--- config.mk ---
export PLATFORM = sky130hd
export DESIGN_NAME = flash_program_and_lock_control
export DESIGN_NICKNAME = d
export VERILOG_FILES = /design/src/include/flash_ctrl_pkg.sv /design/src/rtl/unlock_keys.sv /design/src/rtl/page_guard.sv /design/src/rtl/flash_program_and_lock_control.sv
export SDC_FILE = /design/constraint.sdc
export NUM_CORES = 1
export LEC_CHECK = 0
export ABC_AREA = 1
export BUFFER_PORTS_ARGS = -buffer_cell sky130_fd_sc_hd__buf_2
export CAP_MARGIN = 20
export CORE_MARGIN = 3
export CORE_UTILIZATION = 30
export DETAILED_ROUTE_END_ITERATION = 8
export GPL_TIMING_DRIVEN = 0
export SLEW_MARGIN = 30
export SYNTH_ARGS = -nofsm -noshare
export SYNTH_HDL_FRONTEND = slang
export SYNTH_SLANG_ARGS = --single-unit
--- constraint.sdc ---
create_clock -name i_clk_sys -period 5.9 [get_ports i_clk_sys]
set_input_delay 0.885 -clock i_clk_sys [delete_from_list [all_inputs] [get_ports i_clk_sys]]
set_output_delay 0.885 -clock i_clk_sys [all_outputs]
set_load 0.1 [all_outputs]
--- src/include/flash_ctrl_pkg.sv ---
// constants shared by the flash program and lock control block
// assumes an 8-bit register port and a 16-bit flash byte address
package flash_ctrl_pkg;

	// ----------------------------------------
	// unlock keys
	// ----------------------------------------
	localparam logic [7:0] KEY_FIRST = 8'hA5;
	localparam logic [7:0] KEY_SECOND = 8'hF1;

	// ----------------------------------------
	// register offsets
	// ----------------------------------------
	localparam logic [7:0] OFF_PROGRAM_STORE_CONTROL = 8'h00;
	localparam logic [7:0] OFF_FLASH_UNLOCK_KEY = 8'h01;
	localparam logic [7:0] OFF_CACHE_CONTROL = 8'h02;
	localparam logic [7:0] OFF_RESET_SOURCE = 8'h03;
	localparam logic [7:0] OFF_LOCK_STATUS = 8'h04;

	// ----------------------------------------
	// field positions and reset values
	// ----------------------------------------
	localparam int BIT_WRITE_ENABLE = 0;
	localparam int BIT_ERASE_ENABLE = 1;
	localparam int BIT_BLOCK_WRITE = 0;
	localparam int BIT_POWER_ON = 1;
	localparam int BIT_FLASH_ERROR = 6;
	localparam int BIT_KEY_HALF = 0;
	localparam int BIT_KEY_OPEN = 1;
	localparam int BIT_KEY_DEAD = 2;
	localparam logic RST_ENABLE = 1'b0;
	localparam logic [7:0] RST_LOCK_EFFECTIVE = 8'h00;
	localparam logic [7:0] READ_UNMAPPED = 8'h00;
	localparam logic [7:0] READ_RESERVED = 8'h00;

	// ----------------------------------------
	// flash geometry and lock byte
	// ----------------------------------------
	localparam int PAGE_SHIFT = 9;
	localparam logic [7:0] LOCK_NONE = 8'hFF;

	// ----------------------------------------
	// codes
	// ----------------------------------------
	localparam logic [1:0] FOP_PROGRAM = 2'h0;
	localparam logic [1:0] FOP_ERASE_PAGE = 2'h1;
	localparam logic [1:0] FOP_ERASE_ALL = 2'h2;

	localparam logic [1:0] DBG_READ = 2'h0;
	localparam logic [1:0] DBG_WRITE = 2'h1;
	localparam logic [1:0] DBG_ERASE = 2'h2;
	localparam logic [1:0] DBG_DEVICE_ERASE = 2'h3;

	localparam logic [1:0] ACC_READ = 2'h0;
	localparam logic [1:0] ACC_WRITE = 2'h1;
	localparam logic [1:0] ACC_ERASE = 2'h2;

	localparam logic [1:0] VERDICT_PERMIT = 2'h0;
	localparam logic [1:0] VERDICT_ERROR = 2'h1;
	localparam logic [1:0] VERDICT_IGNORE = 2'h2;

	typedef enum logic [3:0] {
		KEY_IDLE = 4'h1,
		KEY_HALF = 4'h2,
		KEY_OPEN = 4'h4,
		KEY_DEAD = 4'h8
	} key_state_e;

	typedef enum logic [2:0] {
		ST_IDLE = 3'h1,
		ST_BUSY = 3'h2,
		ST_ERROR = 3'h4
	} ctrl_state_e;

endpackage

--- src/rtl/unlock_keys.sv ---
// key sequencer guarding firmware flash writes and erases
// assumes strobes from logic on the same clock
`timescale 1ns/1ps
module unlock_keys
(
	input wire logic i_clk_sys,
	input wire logic i_resetn,
	input wire logic i_key_wr,
	input wire logic [7:0] i_key_data,
	input wire logic i_attempt,
	output logic o_half,
	output logic o_open,
	output logic o_dead
);

	flash_ctrl_pkg::key_state_e state;
	flash_ctrl_pkg::key_state_e next_state;

	// ----------------------------------------
	// sequence
	// ----------------------------------------
	always_comb
	begin
		next_state = state;
		case (state)
			flash_ctrl_pkg::KEY_IDLE:
			begin
				if (i_attempt)
					next_state = flash_ctrl_pkg::KEY_DEAD;
				else if (i_key_wr)
					next_state = (i_key_data == flash_ctrl_pkg::KEY_FIRST) ? flash_ctrl_pkg::KEY_HALF
						: flash_ctrl_pkg::KEY_DEAD;
			end
			flash_ctrl_pkg::KEY_HALF:
			begin
				if (i_attempt)
					next_state = flash_ctrl_pkg::KEY_DEAD;
				else if (i_key_wr)
					next_state = (i_key_data == flash_ctrl_pkg::KEY_SECOND) ? flash_ctrl_pkg::KEY_OPEN
						: flash_ctrl_pkg::KEY_DEAD;
			end
			flash_ctrl_pkg::KEY_OPEN:
			begin
				// one opening covers one data write only
				if (i_attempt)
					next_state = flash_ctrl_pkg::KEY_IDLE;
				else if (i_key_wr)
					next_state = flash_ctrl_pkg::KEY_DEAD;
			end
			default:
				next_state = flash_ctrl_pkg::KEY_DEAD;
		endcase
	end

	always_ff @(posedge i_clk_sys)
	begin
		if (!i_resetn)
			state <= flash_ctrl_pkg::KEY_IDLE;
		else
			state <= next_state;
	end

	assign o_half = (state == flash_ctrl_pkg::KEY_HALF);
	assign o_open = (state == flash_ctrl_pkg::KEY_OPEN);
	assign o_dead = (state == flash_ctrl_pkg::KEY_DEAD);

endmodule // unlock_keys

--- src/rtl/page_guard.sv ---
// page protection decision for one flash access
// assumes the lock byte seen at reset release and the live lock byte
`timescale 1ns/1ps
module page_guard
#(
	parameter int ADDR_W = 16,
	parameter int USER_BYTES = 16384
)
(
	input wire logic [ADDR_W-1:0] i_addr,
	input wire logic [1:0] i_kind,
	input wire logic i_from_debug,
	input wire logic [ADDR_W-1:0] i_exec_addr,
	input wire logic [7:0] i_lock_eff,
	input wire logic [7:0] i_lock_now,
	output logic [1:0] o_verdict
);

	localparam int PAGE_BITS = ADDR_W - flash_ctrl_pkg::PAGE_SHIFT;
	localparam logic [PAGE_BITS-1:0] LOCK_PAGE = PAGE_BITS'((USER_BYTES - 1) >> flash_ctrl_pkg::PAGE_SHIFT);
	localparam logic [ADDR_W-1:0] LOCK_ADDR = ADDR_W'(USER_BYTES - 1);
	localparam logic [ADDR_W:0] USER_END = (ADDR_W + 1)'(USER_BYTES);

	// ----------------------------------------
	// page decode
	// ----------------------------------------
	function automatic logic page_locked(input logic [ADDR_W-1:0] a, input logic [7:0] lb);
		logic [PAGE_BITS-1:0] p;
		logic [7:0] n;
		begin
			p = a[ADDR_W-1:flash_ctrl_pkg::PAGE_SHIFT];
			n = ~lb;
			if (p == LOCK_PAGE)
				page_locked = (lb != flash_ctrl_pkg::LOCK_NONE);
			else
				page_locked = ({{(PAGE_BITS > 8 ? PAGE_BITS - 8 : 0){1'b0}}, n} > p);
		end
	endfunction

	wire reserved = ({1'b0, i_addr} >= USER_END);
	wire target_locked = page_locked(i_addr, i_lock_eff);
	wire exec_locked = page_locked(i_exec_addr, i_lock_eff);
	wire erase_lock_page = (i_kind == flash_ctrl_pkg::ACC_ERASE) &&
		(i_addr[ADDR_W-1:flash_ctrl_pkg::PAGE_SHIFT] == LOCK_PAGE);
	wire change_lock_byte = (i_kind == flash_ctrl_pkg::ACC_WRITE) && (i_addr == LOCK_ADDR) &&
		(i_lock_now != flash_ctrl_pkg::LOCK_NONE);
	wire [1:0] refuse = i_from_debug ? flash_ctrl_pkg::VERDICT_IGNORE : flash_ctrl_pkg::VERDICT_ERROR;

	// ----------------------------------------
	// verdict, first match wins
	// ----------------------------------------
	assign o_verdict =
		reserved ? flash_ctrl_pkg::VERDICT_IGNORE :
		erase_lock_page ? ((i_from_debug && i_lock_eff == flash_ctrl_pkg::LOCK_NONE) ?
			flash_ctrl_pkg::VERDICT_PERMIT : refuse) :
		change_lock_byte ? refuse :
		(target_locked && (i_from_debug || !exec_locked)) ? refuse :
		flash_ctrl_pkg::VERDICT_PERMIT;

endmodule // page_guard

--- src/rtl/flash_program_and_lock_control.sv ---
// flash program sequencer with key unlock, block write cache and page locking
// assumes a flash array that finishes each operation with a done pulse and
// reads combinationally at the registered read address
//
// The implementer's own choices: the plain strobed port and the address map.
`timescale 1ns/1ps

// Operation
// - keys A5 then F1 open one write
// - block write commits two bytes at once
// - cache first byte, commit on second
// - lone cached byte is never committed
// - data reads always go to RAM
// - write needs enable, erase needs both
// - inverted lock byte counts locked pages
// - lock page locked when any bit zero
// - unlocked code touching locked page resets
// - unlocked pages open to everyone
// - debug port violations are only ignored
// - firmware lock page erase resets
// - written lock byte changed afterwards only by debug erase
// - new lock byte acts after reset
// - reserved area reads junk, ignores changes
// - flash error reset sets error flag
// - interrupts held during flash operation
// - bad key sequence blocks until reset
// - lock closes after each operation
// - both enables make write erase page
// - cpu stalled during flash operation
module flash_program_and_lock_control
#(
	parameter int ADDR_W = 16,
	parameter int USER_BYTES = 16384
)
(
	input wire logic i_clk_sys,
	input wire logic i_resetn,
	input wire logic i_por_resetn,
	input wire logic [7:0] i_reg_addr,
	input wire logic [7:0] i_reg_wdata,
	input wire logic i_reg_wr,
	input wire logic i_reg_rd,
	output logic [7:0] o_reg_rdata,
	input wire logic i_xdata_wr,
	input wire logic i_xdata_rd,
	input wire logic [ADDR_W-1:0] i_xdata_addr,
	input wire logic [7:0] i_xdata_wdata,
	output logic o_external_data_ram_wr,
	output logic o_external_data_ram_rd,
	output logic [ADDR_W-1:0] o_external_data_ram_addr,
	output logic [7:0] o_external_data_ram_wdata,
	input wire logic i_code_rd,
	input wire logic [ADDR_W-1:0] i_code_addr,
	input wire logic [ADDR_W-1:0] i_exec_addr,
	output logic o_code_rvalid,
	output logic [7:0] o_code_rdata,
	input wire logic i_dbg_req,
	input wire logic [1:0] i_dbg_op,
	input wire logic [ADDR_W-1:0] i_dbg_addr,
	input wire logic [7:0] i_dbg_wdata,
	output logic o_dbg_done,
	output logic o_dbg_refused,
	output logic [7:0] o_dbg_rdata,
	output logic o_flash_req,
	output logic [1:0] o_flash_op,
	output logic [ADDR_W-1:0] o_flash_addr,
	output logic [15:0] o_flash_wdata,
	output logic [1:0] o_flash_wmask,
	input wire logic i_flash_done,
	output logic [ADDR_W-1:0] o_flash_raddr,
	input wire logic [7:0] i_flash_rdata,
	input wire logic [7:0] i_lock_byte,
	output logic o_cpu_stall,
	output logic o_irq_hold,
	output logic o_flash_error_reset
);

	if (USER_BYTES % (1 << flash_ctrl_pkg::PAGE_SHIFT) != 0 || USER_BYTES > (1 << ADDR_W) ||
		ADDR_W <= flash_ctrl_pkg::PAGE_SHIFT)
	begin : g_bad_geometry
		$error("flash user space must be whole pages inside the address range");
	end

	// ----------------------------------------
	// state
	// ----------------------------------------
	flash_ctrl_pkg::ctrl_state_e state;
	flash_ctrl_pkg::ctrl_state_e next_state;
	logic write_enable, erase_enable, block_write;
	logic power_on_flag, flash_error_flag;
	logic [7:0] lock_eff;
	logic lock_loaded, cache_valid;
	logic [ADDR_W-1:0] cache_addr;
	logic [7:0] cache_data;
	logic op_from_debug, rd_pend, rd_dbg, rd_reserved;
	logic key_half, key_open, key_dead;
	logic [1:0] fw_verdict, dbg_verdict;

	// ----------------------------------------
	// request decode
	// ----------------------------------------
	wire idle = (state == flash_ctrl_pkg::ST_IDLE);
	wire key_wr = i_reg_wr && (i_reg_addr == flash_ctrl_pkg::OFF_FLASH_UNLOCK_KEY);
	wire fw_flash_wr = idle && i_xdata_wr && write_enable;
	wire fw_code_rd = idle && i_code_rd && !fw_flash_wr;
	wire [1:0] fw_kind = fw_flash_wr ? (erase_enable ? flash_ctrl_pkg::ACC_ERASE : flash_ctrl_pkg::ACC_WRITE)
		: flash_ctrl_pkg::ACC_READ;
	wire [ADDR_W-1:0] fw_addr = fw_flash_wr ? i_xdata_addr : i_code_addr;
	wire fw_go = fw_flash_wr && key_open;
	wire fw_permit = fw_verdict == flash_ctrl_pkg::VERDICT_PERMIT;
	wire fw_error = (fw_flash_wr || fw_code_rd) && fw_verdict == flash_ctrl_pkg::VERDICT_ERROR;
	wire fw_erase = fw_go && fw_permit && erase_enable;
	wire fw_program = fw_go && fw_permit && !erase_enable;
	wire pair_hit = cache_valid && (i_xdata_addr == cache_addr + 1'b1);
	wire fw_commit_pair = fw_program && block_write && pair_hit;
	wire fw_cache_first = fw_program && block_write && !pair_hit;
	wire fw_single = fw_program && !block_write;
	wire fw_launch = fw_erase || fw_commit_pair || fw_single;

	wire [1:0] dbg_kind = (i_dbg_op == flash_ctrl_pkg::DBG_READ) ? flash_ctrl_pkg::ACC_READ :
		(i_dbg_op == flash_ctrl_pkg::DBG_WRITE) ? flash_ctrl_pkg::ACC_WRITE : flash_ctrl_pkg::ACC_ERASE;
	wire dbg_free = idle && !fw_flash_wr && !fw_code_rd;
	wire dbg_device_erase = i_dbg_op == flash_ctrl_pkg::DBG_DEVICE_ERASE;
	wire dbg_ok = dbg_free && (dbg_device_erase || dbg_verdict == flash_ctrl_pkg::VERDICT_PERMIT);
	wire dbg_read = i_dbg_req && dbg_ok && i_dbg_op == flash_ctrl_pkg::DBG_READ;
	wire dbg_launch = i_dbg_req && dbg_ok && i_dbg_op != flash_ctrl_pkg::DBG_READ;
	wire dbg_refuse = i_dbg_req && !dbg_ok;
	wire launch = fw_launch || dbg_launch;
	wire [1:0] launch_op = dbg_launch ? (dbg_device_erase ? flash_ctrl_pkg::FOP_ERASE_ALL :
		(i_dbg_op == flash_ctrl_pkg::DBG_ERASE) ? flash_ctrl_pkg::FOP_ERASE_PAGE : flash_ctrl_pkg::FOP_PROGRAM) :
		fw_erase ? flash_ctrl_pkg::FOP_ERASE_PAGE : flash_ctrl_pkg::FOP_PROGRAM;
	wire [ADDR_W-1:0] launch_addr = dbg_launch ? i_dbg_addr : fw_commit_pair ? cache_addr : i_xdata_addr;
	wire [15:0] launch_wdata = dbg_launch ? {8'hFF, i_dbg_wdata} :
		fw_commit_pair ? {i_xdata_wdata, cache_data} : {8'hFF, i_xdata_wdata};
	wire [1:0] launch_mask = fw_commit_pair ? 2'h3 : 2'h1;
	wire [7:0] reg_read_value =
		(i_reg_addr == flash_ctrl_pkg::OFF_PROGRAM_STORE_CONTROL) ?
			(8'(erase_enable) << flash_ctrl_pkg::BIT_ERASE_ENABLE) |
			(8'(write_enable) << flash_ctrl_pkg::BIT_WRITE_ENABLE) :
		(i_reg_addr == flash_ctrl_pkg::OFF_FLASH_UNLOCK_KEY) ?
			(8'(key_half) << flash_ctrl_pkg::BIT_KEY_HALF) | (8'(key_open) << flash_ctrl_pkg::BIT_KEY_OPEN) |
			(8'(key_dead) << flash_ctrl_pkg::BIT_KEY_DEAD) :
		(i_reg_addr == flash_ctrl_pkg::OFF_CACHE_CONTROL) ?
			(8'(block_write) << flash_ctrl_pkg::BIT_BLOCK_WRITE) :
		(i_reg_addr == flash_ctrl_pkg::OFF_RESET_SOURCE) ?
			(8'(flash_error_flag) << flash_ctrl_pkg::BIT_FLASH_ERROR) |
			(8'(power_on_flag) << flash_ctrl_pkg::BIT_POWER_ON) :
		(i_reg_addr == flash_ctrl_pkg::OFF_LOCK_STATUS) ? lock_eff :
		flash_ctrl_pkg::READ_UNMAPPED;

	// ----------------------------------------
	// helpers
	// ----------------------------------------
	unlock_keys u_keys
	(
		.i_clk_sys(i_clk_sys),
		.i_resetn(i_resetn),
		.i_key_wr(key_wr),
		.i_key_data(i_reg_wdata),
		.i_attempt(fw_flash_wr),
		.o_half(key_half),
		.o_open(key_open),
		.o_dead(key_dead)
	);

	page_guard #(.ADDR_W(ADDR_W), .USER_BYTES(USER_BYTES)) u_fw_guard
	(
		.i_addr(fw_addr),
		.i_kind(fw_kind),
		.i_from_debug(1'b0),
		.i_exec_addr(i_exec_addr),
		.i_lock_eff(lock_eff),
		.i_lock_now(i_lock_byte),
		.o_verdict(fw_verdict)
	);

	page_guard #(.ADDR_W(ADDR_W), .USER_BYTES(USER_BYTES)) u_dbg_guard
	(
		.i_addr(i_dbg_addr),
		.i_kind(dbg_kind),
		.i_from_debug(1'b1),
		.i_exec_addr(i_exec_addr),
		.i_lock_eff(lock_eff),
		.i_lock_now(i_lock_byte),
		.o_verdict(dbg_verdict)
	);

	// ----------------------------------------
	// sequencer
	// ----------------------------------------
	always_comb
	begin
		next_state = state;
		case (state)
			flash_ctrl_pkg::ST_IDLE:
			begin
				if (fw_error && (fw_code_rd || key_open))
					next_state = flash_ctrl_pkg::ST_ERROR;
				else if (launch)
					next_state = flash_ctrl_pkg::ST_BUSY;
			end
			flash_ctrl_pkg::ST_BUSY:
			begin
				if (i_flash_done)
					next_state = flash_ctrl_pkg::ST_IDLE;
			end
			default:
				next_state = flash_ctrl_pkg::ST_ERROR;
		endcase
	end

	// ----------------------------------------
	// software registers
	// ----------------------------------------
	always_ff @(posedge i_clk_sys)
	begin
		if (!i_resetn)
		begin
			write_enable <= flash_ctrl_pkg::RST_ENABLE;
			erase_enable <= flash_ctrl_pkg::RST_ENABLE;
			block_write <= flash_ctrl_pkg::RST_ENABLE;
			o_reg_rdata <= flash_ctrl_pkg::READ_UNMAPPED;
			lock_eff <= flash_ctrl_pkg::RST_LOCK_EFFECTIVE;
			lock_loaded <= 1'b0;
		end
		else
		begin
			if (i_reg_wr && i_reg_addr == flash_ctrl_pkg::OFF_PROGRAM_STORE_CONTROL)
			begin
				write_enable <= i_reg_wdata[flash_ctrl_pkg::BIT_WRITE_ENABLE];
				erase_enable <= i_reg_wdata[flash_ctrl_pkg::BIT_ERASE_ENABLE];
			end
			if (i_reg_wr && i_reg_addr == flash_ctrl_pkg::OFF_CACHE_CONTROL)
				block_write <= i_reg_wdata[flash_ctrl_pkg::BIT_BLOCK_WRITE];
			o_reg_rdata <= i_reg_rd ? reg_read_value : flash_ctrl_pkg::READ_UNMAPPED;
			// lock byte sampled once after each reset release
			if (!lock_loaded)
			begin
				lock_eff <= i_lock_byte;
				lock_loaded <= 1'b1;
			end
		end
	end

	// survives the flash error reset, reloaded only at power on, on entering the error state or by a reset source register write
	always_ff @(posedge i_clk_sys)
	begin
		if (!i_por_resetn)
		begin
			power_on_flag <= 1'b1;
			flash_error_flag <= 1'b0;
		end
		else if (state == flash_ctrl_pkg::ST_ERROR)
		begin
			power_on_flag <= 1'b0;
			flash_error_flag <= 1'b1;
		end
		else if (i_resetn && i_reg_wr && i_reg_addr == flash_ctrl_pkg::OFF_RESET_SOURCE)
		begin
			// plain assignment of the whole register, as firmware is told to do
			power_on_flag <= i_reg_wdata[flash_ctrl_pkg::BIT_POWER_ON];
			flash_error_flag <= i_reg_wdata[flash_ctrl_pkg::BIT_FLASH_ERROR];
		end
	end

	// ----------------------------------------
	// block write cache
	// ----------------------------------------
	always_ff @(posedge i_clk_sys)
	begin
		if (!i_resetn || !block_write || !write_enable || erase_enable || fw_commit_pair)
			cache_valid <= 1'b0;
		else if (fw_cache_first)
			cache_valid <= 1'b1;
		if (fw_cache_first)
		begin
			cache_addr <= i_xdata_addr;
			cache_data <= i_xdata_wdata;
		end
	end

	// ----------------------------------------
	// flash array and cpu side
	// ----------------------------------------
	always_ff @(posedge i_clk_sys)
	begin
		if (!i_resetn)
		begin
			o_flash_req <= 1'b0;
			o_flash_op <= flash_ctrl_pkg::FOP_PROGRAM;
			o_flash_addr <= '0;
			o_flash_wdata <= 16'hFFFF;
			o_flash_wmask <= 2'h0;
			op_from_debug <= 1'b0;
			o_cpu_stall <= 1'b0;
			o_irq_hold <= 1'b0;
			o_flash_error_reset <= 1'b0;
			state <= flash_ctrl_pkg::ST_IDLE;
			o_external_data_ram_wr <= 1'b0;
			o_external_data_ram_rd <= 1'b0;
			o_external_data_ram_addr <= '0;
			o_external_data_ram_wdata <= 8'h00;
		end
		else
		begin
			if (idle && launch && next_state == flash_ctrl_pkg::ST_BUSY)
			begin
				o_flash_req <= 1'b1;
				o_flash_op <= launch_op;
				o_flash_addr <= launch_addr;
				o_flash_wdata <= launch_wdata;
				o_flash_wmask <= launch_mask;
				op_from_debug <= dbg_launch;
			end
			else if (i_flash_done)
				o_flash_req <= 1'b0;
			o_cpu_stall <= next_state == flash_ctrl_pkg::ST_BUSY;
			o_irq_hold <= next_state == flash_ctrl_pkg::ST_BUSY;
			o_flash_error_reset <= next_state == flash_ctrl_pkg::ST_ERROR;
			state <= next_state;
			// data space reads never see flash
			o_external_data_ram_wr <= i_xdata_wr && !write_enable;
			o_external_data_ram_rd <= i_xdata_rd;
			o_external_data_ram_addr <= i_xdata_addr;
			o_external_data_ram_wdata <= i_xdata_wdata;
		end
	end

	// ----------------------------------------
	// read pipe and debug answers
	// ----------------------------------------
	always_ff @(posedge i_clk_sys)
	begin
		if (!i_resetn)
		begin
			rd_pend <= 1'b0;
			rd_dbg <= 1'b0;
			rd_reserved <= 1'b0;
			o_flash_raddr <= '0;
			o_code_rvalid <= 1'b0;
			o_code_rdata <= 8'h00;
			o_dbg_rdata <= 8'h00;
			o_dbg_done <= 1'b0;
			o_dbg_refused <= 1'b0;
		end
		else
		begin
			rd_pend <= (fw_code_rd && !fw_error) || dbg_read;
			rd_dbg <= dbg_read;
			rd_reserved <= fw_code_rd && fw_verdict == flash_ctrl_pkg::VERDICT_IGNORE;
			if (fw_code_rd || dbg_read)
				o_flash_raddr <= fw_code_rd ? i_code_addr : i_dbg_addr;
			o_code_rvalid <= rd_pend && !rd_dbg;
			if (rd_pend && !rd_dbg)
				o_code_rdata <= rd_reserved ? flash_ctrl_pkg::READ_RESERVED : i_flash_rdata;
			if (rd_pend && rd_dbg)
				o_dbg_rdata <= i_flash_rdata;
			o_dbg_done <= (rd_pend && rd_dbg) || dbg_refuse ||
				(state == flash_ctrl_pkg::ST_BUSY && i_flash_done && op_from_debug);
			o_dbg_refused <= dbg_refuse;
		end
	end

endmodule // flash_program_and_lock_control

==> flow_metrics.tcl <==
set metrics [dict create \
    drtAntennaViolNets 0 \
    path_max_fanout 10 \
    criticalPathCategory "in -> reg" \
    worst_slew_pin_slew_ns 0.974 \
    cts.sinks 158 \
    reg2reg_depth 17 \
    grt-ovfl-total 0 \
    core_area_um2 25300 \
    cap_violations 0 \
    async_reset_ff_share_pct 0 \
    critical_path_required_ns 6.27 \
    num-nets-final 1444 \
    gp_congestion 0.903 \
    maxSlewViolCount 0 \
    syn_to_final_growth_pct 27.8 \
    grt_antenna_before_repair 3 \
    crit_arrival_ns 3.85 \
    fin_crit_sh_pct 59.0 \
    p_sw_uw 1630 \
    yosysWarnings 0 \
    grt_max_degree 23 \
    cts_tree "yes" \
    die_w_um 167 \
    initialDrtViolationCount 665 \
    dr.pass1.iters 6 \
    ctsLongestPathBuffers 2 \
    ctsHoldBuffers 0 \
    worst_setup_path_end_kind "register" \
    htree_num_levels 4 \
    status "complete, no violations" \
    syn_area_um2 7770 \
    grt.total_usage_pct 19.3 \
    dieArea_um2 27900 \
    ir_drop_uv 318 \
    synth_cells 1057 \
    ctsResizeCount 0 \
    relSlewSlack_pct 34.4 \
    ys_seq_area_share_pct 43.8 \
    wire_per_inst_um 16.7 \
    powerDensity_nw_per_um2 371 \
    grt_pass1_vias 7763 \
    fin_cells 1643 \
    wl_um 27400 \
    rsz0062_at_grt "no" \
    tns_ns 0 \
    final_util_pct 39.2 \
    hold_class "reg -> reg" \
    synth-edff-count 24 \
    crit_end "o_flash_addr[1]" \
    numCtsBuffers 17 \
    synthDistinctLibCells 45 \
    die_height_um 167 \
    critPathLaunch "i_dbg_op[1]" \
    postCtsSetupBuffers 0 \
    p_comb_share_pct 34.7 \
    port_buffers 223 \
    r2r_end "cache_addr[9]" \
    drive_above_1_share_pct 23.8 \
    clk_latency_ns 0.43 \
    vias_per_cell 4.88 \
    fin_crit_ns 3.48 \
    power_frac_seq_pct 34.4 \
    power.static_leakage_uw 0.00484 \
    final_hold_viol_count 0 \
    avgSynthCellArea_um2 7.35 \
    min_from "o_code_rdata[4]" \
    synthFlopType "dfxtp_1" \
    power.total_uw 3680 \
    rows 58 \
    cp-start-kind "input pin" \
    pwr-share-clk_pct 30.8 \
    pre_cts_slack_ns 2.20 \
    fin_ws_ns 2.42 \
    yosysTopAreaCellShare_pct 34.5 \
    swShare_pct 44.4 \
    drc 0 \
    setup_viol 0 \
    start_util_pct 30.7 \
    yosys.area.top_type "dfxtp_1" \
    dp_cells 1611 \
    synth_nets 1201 \
    ios 233 \
    synthTopCellsByArea "dfxtp_1, nand2_1, edfxtp_1" \
    timing.fmax_mhz 287 \
    reg2reg_slack_ns 2.64 \
    rr_startpoint "write_enable" \
    yosys_register_bits 158 \
    vias 8023 \
    intPower_uw 2050 \
    cts_root_buf "clkbuf_16" \
    grt_pass1_wl_um 42800 \
    fin_worst_skew_ns 0.0152 \
    n_antenna_cell 0 \
    clk_pin_slew_ns 0.07 \
    dp_hpwl_um 21700 \
]
[worst min path at each step]
stage                     cells after the start                      to
after floorplan                               1  o_external_data_ram_wr
after global placement                        2        o_flash_wmask[0]
after detailed placement                      2        o_flash_wmask[0]
after CTS                                     2        o_flash_wmask[0]
after global routing                          2          o_reg_rdata[2]
final                                         2         o_code_rdata[4]
[power groups by stage]
| stage | clock, uW | sequential (uW) | combinational, uW |
|---|---|---|---|
| after detailed placement | 0 | 1290 | 1270 |
| after floorplan | 0 | 1930 | 347 |
| after global placement | 0 | 1290 | 1270 |
| after global routing | 1200 | 1280 | 1350 |
| after CTS | 1160 | 1270 | 1280 |
| final | 1140 | 1270 | 1280 |
[area by class of cell]
type / count / area, um2
fill: 2677 / 15400
multi-input combinational: 710 / 3600
sequential: 158 / 3400
timing repair buffer: 224 / 1140
inverter: 149 / 561
clock buffer: 18 / 429
tap: 330 / 413
buffer: 40 / 210
clock inverter: 14 / 168
[registers in the layout, summed over array words and instances (netlist names), 16 cells and up]
signal                    flops
o_flash_raddr                16
o_external_data_ram_addr     16
cache_addr                   16
o_flash_addr                 16
o_flash_wdata                16
[worst max-delay path, cell delays in order]
cell	delay [ns]
buf_2	0.12
inv_1	0.10
nand2_1	0.06
nor4_1	0.66
a21oi_1	0.13
a21oi_1	0.31
o22ai_1	0.12
nand2_1	0.11
nor2_2	0.06
nand2_2	0.27
clkbuf_1	0.48
nand3_1	0.24
nand3_1	0.12
nand2_1	0.06
nor2_1	0.09
[metrics by stage]
stage          hold WS (ns)  area (um2)
2_1_floorplan         0.437        7770
6_report              0.466        9930
3_5_place_dp          0.448        9330
3_3_place_gp          0.440        9300
5_1_grt               0.480        9930
4_1_cts               0.468        9930
[cell usage after synthesis (all sizes together) (2+ instances only)]
cell and instances:
a21o 3, a21oi 53, a31oi 14, buf 20, clkbuf 20, clkinv 4
dfxtp 134, edfxtp 24, ha 20, inv 145, nand2 220, nand3 125
nand4 19, nor2 103, nor3 21, nor4 12, o21ai 72, o21bai 8
o22ai 9, o311ai 2, or2 7, xnor2 5, xor2 9
[logic make-up (layout without fill, tap and decap cells)]
| group | Yosys count | count (layout) | share of synthesized area [%] |
|---|---|---|---|
| flip-flops | 158 | 158 | 43.8 |
| AO/OA/AOI/OAI | 165 | 165 | 11.8 |
| AND/OR/NAND/NOR | 510 | 510 | 29.4 |
| buffers and inverters | 189 | 445 | 9.92 |
| XOR/XNOR | 15 | 15 | 1.87 |
| adder cells (fa/ha/maj) | 20 | 20 | 3.22 |
[routing by layer]
| metal | vias up | GRT usage, % | routed length [um] |
|---|---|---|---|
| met2 | 323 | 30.0 | 11900 |
| met3 | 34 | 4.79 | 2340 |
| met4 | 4 | 4.30 | 425 |
| met5 | - | 0 | 21 |
| met1 | 3690 | 27.3 | 12700 |
| li1 | 3972 | - | - |
[cells in the final DEF, fill, tap and decap left out, types with 2 or more instances in the layout]
cell / n
a21o_1: 3
a21oi_1: 53
a31oi_1: 14
buf_2: 235
buf_4: 4
buf_6: 4
clkbuf_1: 21
clkbuf_16: 17
clkinv_1: 3
clkinv_4: 3
dfxtp_1: 134
edfxtp_1: 24
ha_1: 20
inv_1: 138
inv_2: 7
inv_8: 7
nand2_1: 213
nand2_2: 5
nand2_4: 2
nand3_1: 122
nand3_2: 2
nand4_1: 18
nor2_1: 96
nor2_2: 6
nor3_1: 20
nor4_1: 12
o21ai_0: 61
o21ai_1: 7
o21ai_2: 4
o21bai_1: 8
o22ai_1: 9
o311ai_0: 2
or2_1: 2
or2_2: 5
xnor2_1: 5
xor2_1: 9
No activity file was read; power rests on OpenSTA's default activity.
